$ cat config.mk
export PLATFORM = sky130hd
export DESIGN_NAME = lbf_frame_cmd
export DESIGN_NICKNAME = d
export VERILOG_FILES = /design/src/hdl/lbf_pkg.sv /design/src/hdl/lbf_frame_cmd.sv
export SDC_FILE = /design/constraint.sdc
export NUM_CORES = 2
export LEC_CHECK = 0
export BUFFER_PORTS_ARGS = -buffer_cell sky130_fd_sc_hd__buf_2
export CORE_UTILIZATION = 50
export CTS_BUF_LIST = sky130_fd_sc_hd__clkbuf_4
export CTS_CLUSTER_DIAMETER = 30
export DETAILED_ROUTE_END_ITERATION = 16
export HOLD_SLACK_MARGIN = 0.06
export PLACE_DENSITY = 0.69
export RECOVER_POWER = 25
export SETUP_SLACK_MARGIN = 0.2
export SLEW_MARGIN = 20
export SYNTH_ARGS = -nofsm -noshare
export SYNTH_HDL_FRONTEND = slang
export SYNTH_SLANG_ARGS = --single-unit
$ cat constraint.sdc
create_clock -name CORE_CLK_IN -period 14.3 [get_ports CORE_CLK_IN]
set_clock_uncertainty 0.1 [all_clocks]
set_input_delay 2.145 -clock CORE_CLK_IN [delete_from_list [all_inputs] [get_ports CORE_CLK_IN]]
set_output_delay 2.145 -clock CORE_CLK_IN [all_outputs]
set_load 0.02 [all_outputs]
$ cat src/hdl/lbf_pkg.sv
package lbf_pkg;
   // ---------------------------------------------------------------
   // Timing
   // ---------------------------------------------------------------
   localparam int CLK_HZ = 40_000_000;
   localparam int TICK_MS = 5;
   localparam int TICK_CYC = CLK_HZ / 1000 * TICK_MS;
   localparam int NVM_MS = 8;
   localparam int NVM_CYC = CLK_HZ / 1000 * NVM_MS;
   localparam int CNT_W = 20;
   localparam logic [7:0] IFT_DEFAULT = 8'h38;
   // ---------------------------------------------------------------
   // Frame and message sizes
   // ---------------------------------------------------------------
   localparam int MAX_FIELD = 128;
   localparam int FRAME_MAX = MAX_FIELD + 1;
   localparam int HDR_LEN = 7;
   localparam int MSG_MAX = 137;
   localparam logic [7:0] EOT_MAX = 8'(MSG_MAX - HDR_LEN);
   localparam logic [7:0] PASS_LEN = 8'h07;
   localparam logic [47:0] PASS1 = 48'h4c494e504153;
   localparam logic [47:0] PASS2 = 48'h504852415345;
   // ---------------------------------------------------------------
   // Message types, commands and answer codes
   // ---------------------------------------------------------------
   localparam logic [7:0] T_EOT = 8'h80;
   localparam logic [7:0] T_ACK = 8'h81;
   localparam logic [7:0] ACK_LEN = 8'h02;
   localparam logic [7:0] C_RAMW = 8'h02;
   localparam logic [7:0] C_RAMX = 8'h83;
   localparam logic [7:0] C_RAMR = 8'h84;
   localparam logic [7:0] C_NVMW = 8'h05;
   localparam logic [7:0] C_NVMX = 8'h86;
   localparam logic [7:0] C_NVMR = 8'h87;
   localparam logic [7:0] C_BAUD = 8'h93;
   localparam int N_CMD = 21;
   localparam logic [167:0] CMD_LIST = {8'h02, 8'h83, 8'h84, 8'h05, 8'h86, 8'h87, 8'h88,
      8'h89, 8'h8a, 8'h8b, 8'h0c, 8'h0d, 8'h8e, 8'h8f, 8'h90, 8'h91, 8'h92, 8'h93, 8'h97,
      8'h98, 8'h99};
   localparam logic [47:0] DATA_LIST = {8'h84, 8'h87, 8'h8e, 8'h90, 8'h92, 8'h0c};
   localparam logic [31:0] NVMW_LIST = {8'h05, 8'h88, 8'h0d, 8'h97};
   localparam logic [7:0] E_OK = 8'h00;
   localparam logic [7:0] E_VALID = 8'h01;
   localparam logic [7:0] E_RANGE = 8'h02;
   localparam logic [7:0] E_PARAM = 8'h03;
   // ---------------------------------------------------------------
   // Types
   // ---------------------------------------------------------------
   typedef enum logic [1:0] {B38K4, B115K2, B230K4} lbf_baud_type;
   typedef enum logic [2:0] {S_RX, S_CHECK, S_STREAM, S_EXEC, S_RESP} lbf_st_type;
   typedef struct packed {
      logic [7:0] mtype;
      logic [23:0] addr;
      logic [7:0] num;
      logic [7:0] elen;
   } lbf_cmd_type;
   typedef struct packed {
      lbf_st_type st;
      logic rxr;
      logic [7:0] idx;
      logic [7:0] sum;
      logic [7:0] flen;
      logic unl;
      logic stg1;
      logic [7:0] nad;
      logic nacx;
      logic [CNT_W-1:0] pre;
      logic [7:0] tck;
      logic weot;
      lbf_cmd_type hdr;
      logic cmdv;
      logic [7:0] sidx;
      logic [1:0] fcnt;
      logic dv;
      logic [7:0] f0;
      logic [7:0] f1;
      logic [7:0] code;
      logic [1:0] txi;
      logic txv;
      logic [7:0] txd;
      lbf_baud_type baud;
      lbf_baud_type bnew;
      logic bpend;
      logic [CNT_W-1:0] busy;
      logic bz;
   } lbf_state_type;

   function automatic logic [7:0] add8(input logic [7:0] a, input logic [7:0] b);
      logic [8:0] s;
      s = {1'b0, a} + {1'b0, b};
      return s[7:0] + {7'h00, s[8]};
   endfunction : add8
endpackage : lbf_pkg

$ cat src/hdl/lbf_frame_cmd.sv
`timescale 1ns/10ps
// Function
// - Page rewrite takes 8 ms before answering.
// - Before sync, timeouts use no-activity timeout.
// - After sync, time only frames in progress.
// - Unlock needs both passphrase frames before expiry.
// - Link runs at 38.4, 115.2, 230.4 kBd.
// - Start at 115.2 kBd; command 93 changes.
// - Drop every frame with bad checksum.
// - Join accepted frames into whole commands.
// - Response frame: block plus its checksum.
// - Checksum: inverted end-around-carry byte sum.
// - Data commands send data or error, no ack.
// - Execute commands answer only on failure.
// - Inconsistent frames dropped without any reply.
// - Unknown command answered with validity failure.
// - Decoder accepts exactly the listed command codes.
// - Filler bytes ignored whatever their value.
// - Padding to 128 bytes; checksum last.
// - RAM write into loader area is refused.
// - Memory commands check range and nonzero count.
// - Interframe timeout in 5 ms units, 0x38.
// - Type MSB set: single block; else EOT.
module lbf_frame_cmd #(
   parameter int TICK_CYC = lbf_pkg::TICK_CYC,
   parameter int NVM_CYC = lbf_pkg::NVM_CYC,
   parameter int RAM_SIZE = 32'h0000_2000,
   parameter int RAM_PROT = 32'h0000_1c00,
   parameter int NVM_SIZE = 32'h0001_0000
) (
   input wire logic CORE_CLK_IN,
   input wire logic NRST_IN,
   input wire logic RX_VALID_IN,
   input wire logic [7:0] RX_DATA_IN,
   input wire logic RX_LAST_IN,
   input wire logic DATA_READY_IN,
   input wire logic TX_READY_IN,
   input wire logic EXEC_DONE_IN,
   input wire logic [7:0] EXEC_CODE_IN,
   input wire logic [7:0] NAC_TIME_IN,
   input wire logic [7:0] IFT_TIME_IN,
   output logic RX_READY_OUT,
   output logic CMD_VALID_OUT,
   output lbf_pkg::lbf_cmd_type CMD_OUT,
   output logic DATA_VALID_OUT,
   output logic [7:0] DATA_OUT,
   output logic TX_VALID_OUT,
   output logic [7:0] TX_DATA_OUT,
   output lbf_pkg::lbf_baud_type BAUD_SEL_OUT,
   output logic UNLOCKED_OUT,
   output logic NAC_EXPIRED_OUT,
   output logic NVM_BUSY_OUT
);
   lbf_pkg::lbf_state_type st_r;
   lbf_pkg::lbf_state_type st_nxt;
   logic [7:0] mem [0:lbf_pkg::FRAME_MAX];
   logic acc;

   function automatic logic in_list(input logic [7:0] t, input logic [167:0] l, input int n);
      logic hit;
      hit = 1'b0;
      for (int i = 0; i < n; i++) begin
         hit = hit | (l[i*8 +: 8] == t);
      end
      return hit;
   endfunction : in_list

   assign acc = st_r.rxr && RX_VALID_IN;

   // ---------------------------------------------------------------
   // Next state
   // ---------------------------------------------------------------
   always_comb begin
      lbf_pkg::lbf_cmd_type h;
      logic [47:0] pw;
      logic run;
      logic tout;
      logic go;
      logic pop;
      logic push;
      logic [7:0] lim8;
      logic [24:0] lim;
      logic [24:0] top;
      logic [7:0] d;
      h = st_r.hdr;
      run = 1'b0;
      tout = 1'b0;
      pop = 1'b0;
      lim8 = 8'h00;
      pw = 48'h0;
      go = 1'b0;
      push = 1'b0;
      d = 8'h00;
      lim = 25'h0;
      top = 25'h0;
      st_nxt = st_r;
      st_nxt.cmdv = 1'b0;
      // Receiver: frames are buffered whole and judged at the checksum byte.
      if (acc) begin
         if (RX_LAST_IN) begin
            st_nxt.idx = 8'h00;
            st_nxt.sum = 8'h00;
            if (~st_r.sum == RX_DATA_IN && st_r.idx != 8'h00 &&
                st_r.idx <= 8'(lbf_pkg::FRAME_MAX) &&
                (!st_r.unl || mem[0] < st_r.idx)) begin
               st_nxt.flen = st_r.idx;
               st_nxt.st = lbf_pkg::S_CHECK;
            end
         end else begin
            if (st_r.idx != 8'(lbf_pkg::FRAME_MAX + 1)) begin
               st_nxt.idx = st_r.idx + 8'h01;
            end
            if (!st_r.unl || st_r.idx == 8'h00 || st_r.idx <= mem[0]) begin
               st_nxt.sum = lbf_pkg::add8(st_r.sum, RX_DATA_IN);
            end
         end
      end
      // Frame timer: no-activity before unlock, interframe after it.
      run = st_r.unl ? (st_r.st == lbf_pkg::S_RX && st_r.idx != 8'h00) : !st_r.nacx;
      lim8 = st_r.unl ? IFT_TIME_IN : NAC_TIME_IN;
      tout = run && st_r.tck >= lim8;
      if (!run) begin
         st_nxt.pre = '0;
         st_nxt.tck = 8'h00;
      end else if (st_r.pre == lbf_pkg::CNT_W'(TICK_CYC - 1)) begin
         st_nxt.pre = '0;
         st_nxt.tck = st_r.tck + {7'h00, st_r.tck != 8'hff};
      end else begin
         st_nxt.pre = st_r.pre + 1'b1;
      end
      if (tout) begin
         st_nxt.nacx = st_r.nacx | !st_r.unl;
         st_nxt.idx = 8'h00;
         st_nxt.sum = 8'h00;
      end
      // Output buffer: head entry always in f0 so the data port is a flop.
      pop = st_r.fcnt != 2'd0 && DATA_READY_IN;
      if (pop) begin
         st_nxt.f0 = st_r.f1;
         st_nxt.fcnt = st_r.fcnt - 2'd1;
      end
      if (st_r.busy != '0) begin
         st_nxt.busy = st_r.busy - 1'b1;
      end
      unique case (st_r.st)
         lbf_pkg::S_RX: begin
         end
         lbf_pkg::S_CHECK: begin
            st_nxt.st = lbf_pkg::S_RX;
            if (!st_r.unl) begin
               for (int i = 1; i < 7; i++) begin
                  pw = {pw[39:0], mem[i]};
               end
               st_nxt.stg1 = 1'b0;
               if (!st_r.nacx && st_r.flen == lbf_pkg::PASS_LEN) begin
                  if (pw == lbf_pkg::PASS1) begin
                     st_nxt.stg1 = 1'b1;
                     st_nxt.nad = mem[0];
                  end else if (pw == lbf_pkg::PASS2 && st_r.stg1 && mem[0] == st_r.nad) begin
                     st_nxt.unl = 1'b1;
                  end
               end
            end else if (!st_r.weot) begin
               // Unused header bytes are never looked at.
               h = '{mem[1], {mem[2], mem[3], mem[4]}, mem[6], 8'h00};
               if (mem[1] != lbf_pkg::T_EOT) begin
                  st_nxt.hdr = h;
                  go = mem[1][7];
                  st_nxt.weot = !mem[1][7];
               end
            end else begin
               st_nxt.weot = 1'b0;
               h.elen = mem[0] - 8'h01;
               st_nxt.hdr.elen = h.elen;
               go = mem[1] == lbf_pkg::T_EOT && h.elen <= lbf_pkg::EOT_MAX;
            end
         end
         lbf_pkg::S_STREAM: begin
            push = st_r.sidx != st_r.hdr.elen && (st_r.fcnt != 2'd2 || pop);
            d = mem[8'(st_r.sidx + 8'h02)];
            if (push) begin
               st_nxt.sidx = st_r.sidx + 8'h01;
            end else if (st_r.sidx == st_r.hdr.elen) begin
               st_nxt.st = lbf_pkg::S_EXEC;
            end
         end
         lbf_pkg::S_EXEC: begin
            if (EXEC_DONE_IN) begin
               st_nxt.code = EXEC_CODE_IN;
               st_nxt.txi = 2'd0;
               st_nxt.st = lbf_pkg::S_RESP;
               if (EXEC_CODE_IN == lbf_pkg::E_OK) begin
                  if (in_list(st_r.hdr.mtype, {120'h0, lbf_pkg::DATA_LIST}, 6) ||
                      st_r.hdr.mtype == lbf_pkg::C_RAMX ||
                      st_r.hdr.mtype == lbf_pkg::C_NVMX) begin
                     st_nxt.st = lbf_pkg::S_RX;
                  end
                  if (st_r.hdr.mtype == lbf_pkg::C_BAUD) begin
                     if (st_r.hdr.addr[23:16] > 8'h02) begin
                        st_nxt.code = lbf_pkg::E_PARAM;
                     end else begin
                        st_nxt.bpend = 1'b1;
                        st_nxt.bnew = lbf_pkg::lbf_baud_type'(st_r.hdr.addr[17:16]);
                     end
                  end
               end
            end
         end
         lbf_pkg::S_RESP: begin
            // Answers are held back while a page rewrite is still running.
            if (st_r.busy == '0 && !st_r.txv) begin
               st_nxt.txv = 1'b1;
               unique case (st_r.txi)
                  2'd0: st_nxt.txd = lbf_pkg::ACK_LEN;
                  2'd1: st_nxt.txd = lbf_pkg::T_ACK;
                  2'd2: st_nxt.txd = st_r.code;
                  2'd3: st_nxt.txd = ~lbf_pkg::add8(lbf_pkg::add8(lbf_pkg::ACK_LEN,
                                         lbf_pkg::T_ACK), st_r.code);
               endcase
            end else if (st_r.txv && TX_READY_IN) begin
               st_nxt.txv = 1'b0;
               st_nxt.txi = st_r.txi + 2'd1;
               if (st_r.txi == 2'd3) begin
                  st_nxt.st = lbf_pkg::S_RX;
                  st_nxt.bpend = 1'b0;
                  if (st_r.bpend) begin
                     st_nxt.baud = st_r.bnew;
                  end
               end
            end
         end
         default: st_nxt.st = lbf_pkg::S_RX;
      endcase
      // Command checks at dispatch.
      if (go) begin
         unique case (h.mtype)
            lbf_pkg::C_RAMW: lim = 25'(RAM_PROT);
            lbf_pkg::C_RAMR: lim = 25'(RAM_SIZE);
            lbf_pkg::C_NVMW, lbf_pkg::C_NVMR: lim = 25'(NVM_SIZE);
            default: lim = 25'h0;
         endcase
         top = {1'b0, h.addr} + {17'h0, h.num};
         st_nxt.txi = 2'd0;
         st_nxt.st = lbf_pkg::S_RESP;
         if (!in_list(h.mtype, lbf_pkg::CMD_LIST, lbf_pkg::N_CMD)) begin
            st_nxt.code = lbf_pkg::E_VALID;
         end else if (lim != 25'h0 && h.num == 8'h00) begin
            st_nxt.code = lbf_pkg::E_PARAM;
         end else if (lim != 25'h0 && top > lim) begin
            st_nxt.code = lbf_pkg::E_RANGE;
         end else begin
            st_nxt.cmdv = 1'b1;
            st_nxt.sidx = 8'h00;
            st_nxt.st = lbf_pkg::S_STREAM;
            if (in_list(h.mtype, {136'h0, lbf_pkg::NVMW_LIST}, 4)) begin
               st_nxt.busy = lbf_pkg::CNT_W'(NVM_CYC);
            end
         end
      end
      if (push) begin
         if (st_nxt.fcnt == 2'd0) begin
            st_nxt.f0 = d;
         end else begin
            st_nxt.f1 = d;
         end
         st_nxt.fcnt = st_nxt.fcnt + 2'd1;
      end
      st_nxt.dv = st_nxt.fcnt != 2'd0;
      st_nxt.bz = st_nxt.busy != '0;
      st_nxt.rxr = st_nxt.st == lbf_pkg::S_RX;
   end

   // ---------------------------------------------------------------
   // Registers
   // ---------------------------------------------------------------
   always_ff @(posedge CORE_CLK_IN) begin
      if (!NRST_IN) begin
         st_r <= '0;
         st_r.rxr <= 1'b1;
         st_r.baud <= lbf_pkg::B115K2;
      end else begin
         st_r <= st_nxt;
      end
   end

   always_ff @(posedge CORE_CLK_IN) begin
      if (acc && !RX_LAST_IN && st_r.idx <= 8'(lbf_pkg::FRAME_MAX)) begin
         mem[st_r.idx] <= RX_DATA_IN;
      end
   end

   assign RX_READY_OUT = st_r.rxr;
   assign CMD_VALID_OUT = st_r.cmdv;
   assign CMD_OUT = st_r.hdr;
   assign DATA_VALID_OUT = st_r.dv;
   assign DATA_OUT = st_r.f0;
   assign TX_VALID_OUT = st_r.txv;
   assign TX_DATA_OUT = st_r.txd;
   assign BAUD_SEL_OUT = st_r.baud;
   assign UNLOCKED_OUT = st_r.unl;
   assign NAC_EXPIRED_OUT = st_r.nacx;
   assign NVM_BUSY_OUT = st_r.bz;
endmodule : lbf_frame_cmd

# Yosys cells after proc, flatten, opt, wreduce, memory -nomap -nowiden
# Memories as Yosys holds them, arrays and structs flattened.
# Index checks and enable logic that the tools add are counted.
# totals
word_cells	307
memories	1
ff_bits	189
ramBits	1040
# memory_table
memory	words	width	rd	rd_ports_with_merged_regs	write_ports	line_no	source
mem	130	8	8	0	1	lbf_frame_cmd.sv:56	logic [7:0] mem [0:lbf_pkg::FRAME_MAX];
# classes
addsub	15
muxes	83
eq_ne	61
n_lt_le_gt_ge	7
n_reduce_logical	69
bitwise	40
# ops
operator	n
$eq A8 B8 Y1 const A	22
$mux W8	21
$mux W20	6
$eq A48 B47 Y1 const B	2
$mux W48	2
$pmux W17 S3	1
$mux W49	1
$eq A8 B8 Y1 const B	6
$mux W3	16
$mux W10	4
$mux W40	1
$reduce_bool A20 Y1	2
$mux W16	2
$pmux W8 S4	1
$or A1 B1 Y1	29
$add A24 B8 Y25	1
$gt A25 B25 Y1	1
$mux W25	1
$reduce_bool A25 Y1	1
$add A8 B1 Y8	3
$eq A4 B8 Y1 const A	3
$eq A8 B8 Y1	3
$logic_not A8 Y1	3
$ne A8 B8 Y1 const B	3
other kinds (50)	140

# Longest topological paths before layout
# An unclocked memory read counts as a cell.
# depth
word_depth	29
mapped_depth	29
mapped_depth_nobuf	22

# Worst setup path before layout
# OpenSTA, ideal clock, no wires.
# synth_timing
path_kind	register -> register
startpoint	reg st_r, in the netlist UNLOCKED_OUT
endpoint	reg st_r[11] (netlist bit)
setup_time_ns	0.132
setup_slack_ns	8.884
path_stages_with_launch	29
path_buffers	7
arrival_time_ns	5.184
cell_sequence	dfxtp_1 buf_4 nand4bb_4 nor2_4 buf_4 buf_2 buf_2 buf_1 nand2_1 nand2_1 ha_1 fa_1 a21o_1 a21oi_1 o21a_1 buf_2 nor2_1 nand4_1 xor2_1 a21oi_1 ha_1 nand3_1 a311o_1 nor4_1 nand4_1 o31ai_2 a41o_2 buf_6 nor3_1
# synth_between
elab_chain_len	25
word_cells_on_any_way	66
cone_classes	1 x add/sub; 1 x order compare; 25 x eq/ne; 11 x mux; 23 x bitwise; 5 x reduce/logical
# synth_lines
element	line_no	source
start, declared	lbf_frame_cmd.sv:54	lbf_pkg::lbf_state_type st_r;
start signal, assigned	lbf_frame_cmd.sv:282	st_r <= st_nxt;
$mux W48	lbf_frame_cmd.sv:150	if (!st_r.unl) begin
$mux W48	lbf_frame_cmd.sv:145	unique case (st_r.st)
$eq A8 B8 Y1	lbf_frame_cmd.sv:63	hit = hit | (l[i*8 +: 8] == t);
$or A1 B1 Y1 (20 in series)	lbf_frame_cmd.sv:63	
$mux W20	lbf_frame_cmd.sv:245	if (!in_list(h.mtype, lbf_pkg::CMD_LIST, lbf_pkg::N_CMD)) begin
$mux W20 (*)	lbf_frame_cmd.sv:235	if (go) begin
# Mark *: on every way between the ends. The rest lies on a longest branch, timed or not. The select of a mux whose other input is x is not followed.
# A chain may end at the register's enable or synchronous reset.

# Final worst setup path
# layout_timing
startpoint	in RX_DATA_IN[3]
endpoint	mem mem[31][3], data pin
# layout_lines
element	line_no	source
start, declared	lbf_frame_cmd.sv:34	input wire logic [7:0] RX_DATA_IN,
end, declared	lbf_frame_cmd.sv:56	
# Straight into the memory's write port.

==> metrics.txt <==
status=finished, violations left; failing checks=max-capacitance violations, max-slew violations; final core utilization=55.87%; Yosys top cell area share=60.27%; Reg clk slew, reported paths=0.06 ns; Congestion Overflow GR=0; Fill cells=8468; Clk Latency, worst-skew pair=1.19 ns; H-Tree Depth=5; nets@finish=3724; CTS tree=built; row count=120; 1st-iter DRT viols=3133; CP Class=input pin to register; CP Max Fanout=65; maximum VDD drop=97.75 uV; TritonCTS Buffers=345; Synth Instances=3340; setup TNS=0 ns; Detail Placement HPWL=80440 um; MaxCap Viol Count=11; Worst-Margin Slew=3.630 ns; number of global-route vias before repair=31.39k; Power Density=125.9 nW/um^2; core area=107200 sq um; initial antenna violation count=6; Startpoint Class=input pin; Hold WS=0.3465 ns; top_reg_cell synth=edfxtp_1; Post-Syn Area=54210 sq um; path type of the worst min-delay path=register to register; total DRC errors in the routed layout=0; worst rel slew slack=-142.0%; Max Slew Vio Count=622; layout cells sized above 1=26.86%; average cell area after synthesis=16.23 sq um; count leader, synth=edfxtp_1; Setup WS pre-CTS=7.908 ns; commonest cells in the netlist=1088 x edfxtp_1, 336 x mux4_2, 267 x nor2_1, 232 x nand2_1, 189 x dfxtp_1; CP most frequent cell=clkbuf_1; vias per std cell=5.975; I/O pins=112; vias after detailed routing=31.41k; Max Buffers Root-to-Sink=4; final RePlAce weighted congestion=0.9173; critical path, cell by cell=clkbuf_1, clkbuf_1, clkbuf_1; Worst path slowest cell=clkbuf_1; Die Width=331.3 um; Clock Sinks=1277; gr usage total=23.62%; final setup fails=0; Synth-to-Final Area Change=10.47%; DR WL/cell=24.54 um; leading post-synthesis cells by cell area=edfxtp_1 60%, mux4_2 14%, dfxtp_1 7.0%; Async SR Flop Fraction=0%; die area=109700 sq um; final WL=129000 um; area leader, netlist=edfxtp_1; largest net degree at the start of global routing=136; fin crit share=48.14%; Synth Register Bits=1277; Max stage delay on crit path=2.29 ns; Final Hold Vio Count=0; first-pass GRT wire length=195000 um; min Tclk post-route=6.884 ns; CTS Root Cell=clkbuf_4; RSZ-0062 raised after global routing=no; worst path required time=14.65 ns; input/output buffers=111; Hold Buf Count CTS=0; fmax=0.1453 GHz; total setup buffers inserted after CTS=0; Netlist cell types=87; Final WS setup=7.416 ns; drt pass-1 iters=5; Worst Setup End Kind=register; Lkg Pwr=19.35 nW; Routed Antenna Nets=0; starting density of the core=50.57%; PostCTS Resize Cnt=0; crit path DAT=7.23 ns; YS warnings=0; Post-synth EDFFs=1088; Die Ht=331.3 um; register area share after synthesis=67.25%
## flip-flops by register name, summed over array words and instances, names as in the netlist
signal / count
NVM_BUSY_OUT: 1
CMD_VALID_OUT: 1
CMD_OUT: 48
TX_VALID_OUT: 1
UNLOCKED_OUT: 1
DATA_OUT: 8
BAUD_SEL_OUT: 2
DATA_VALID_OUT: 1
NAC_EXPIRED_OUT: 1
st_r: 116
mem: 1088
RX_READY_OUT: 1
TX_DATA_OUT: 8
## cell families (layout without fill, tap and decap cells)
kind of cell,after synthesis,in the layout,synth area share (%)
flip-flops,1277,1277,67.25
AND/OR/NAND/NOR,853,853,7.568
multiplexers,397,397,15.09
AO/OA/AOI/OAI,350,350,4.251
buffers and inverters,295,770,2.645
XOR/XNOR,104,104,1.708
adder cells (fa/ha/maj),63,63,1.482
other,1,39,0.006917
## critical path, delay by kind of cell
| family | cells | cell delay [ns] |
|---|---|---|
| buf+inv | 3 | 4.98 |
## per-stage QoR
stage,cell area (sq um),total power (W),cells
finish,59890,0.007538,5256
global route,59890,0.007824,5255
CTS,59920,0.007597,5248
detailed placement,55760,0.004508,4677
global placement,55760,0.004501,4677
floorplan,54330,0.004385,3371
## power by group
part           total [W]  switching, W  internal [W]
Clock            0.00310       0.00144       0.00166
Sequential       0.00410     0.0000332       0.00407
Combinational   0.000332      0.000222      0.000110
## routing by layer
metal / GRT usage, % / share of wire, % / vias to the layer above
li1: - / - / 13900
met1: 33.07 / 41 / 15860
met2: 36.89 / 48 / 1417
met3: 4.765 / 7.9 / 224
met4: 8.619 / 2.8 / 4
met5: 0 / 0.013 / -
## worst paths after layout
check	startpoint	to	slack, ns	cells past startpoint
worst max register to register	UNLOCKED_OUT	st_r[71]	7.87	22
worst max-delay path	RX_DATA_IN[3]	mem[31][3]	7.42	3
worst min-delay path	TX_DATA_OUT[6]	TX_DATA_OUT[6]	0.35	2
worst min register to register	TX_DATA_OUT[6]	TX_DATA_OUT[6]	0.35	2
## area by class of cell
| type | instances | area (sq um) | area share, % |
|---|---|---|---|
| clock buffer | 485 | 3641 | 6.079 |
| multi-input combinational | 1799 | 16490 | 27.53 |
| antenna | 7 | 17.52 | 0.02925 |
| inverter | 49 | 185.2 | 0.3092 |
| timing repair buffer | 150 | 823.3 | 1.375 |
| clock inverter | 86 | 518.0 | 0.8649 |
| tap | 1403 | 1755 | 2.931 |
| sequential | 1277 | 36460 | 60.88 |
## placed cells by master, fill, tap and decap left out, types with 12 or more instances in the layout
cell	synthesis	routed
nor2b_1	22	22
xor2_1	42	41
nor2_1	267	267
o22ai_1	14	14
buf_2	39	102
and3_1	19	19
clkbuf_4	0	485
edfxtp_1	1088	1088
nand2_1	232	232
o21ai_0	49	49
mux2i_1	57	57
nand2b_1	16	16
a31oi_1	16	16
clkbuf_1	127	16
o31ai_1	13	12
nor3_1	62	62
conb_1	1	32
nor4_1	26	26
inv_1	48	48
mux4_2	336	336
xnor2_1	61	61
nand4_1	37	37
nand3_1	80	79
ha_1	61	60
a21oi_1	109	109
clkinv_2	0	21
buf_4	70	31
dfxtp_1	189	187
clkinv_1	0	51
a22oi_1	54	54
Note: power is estimated with default switching activity, not from simulation.
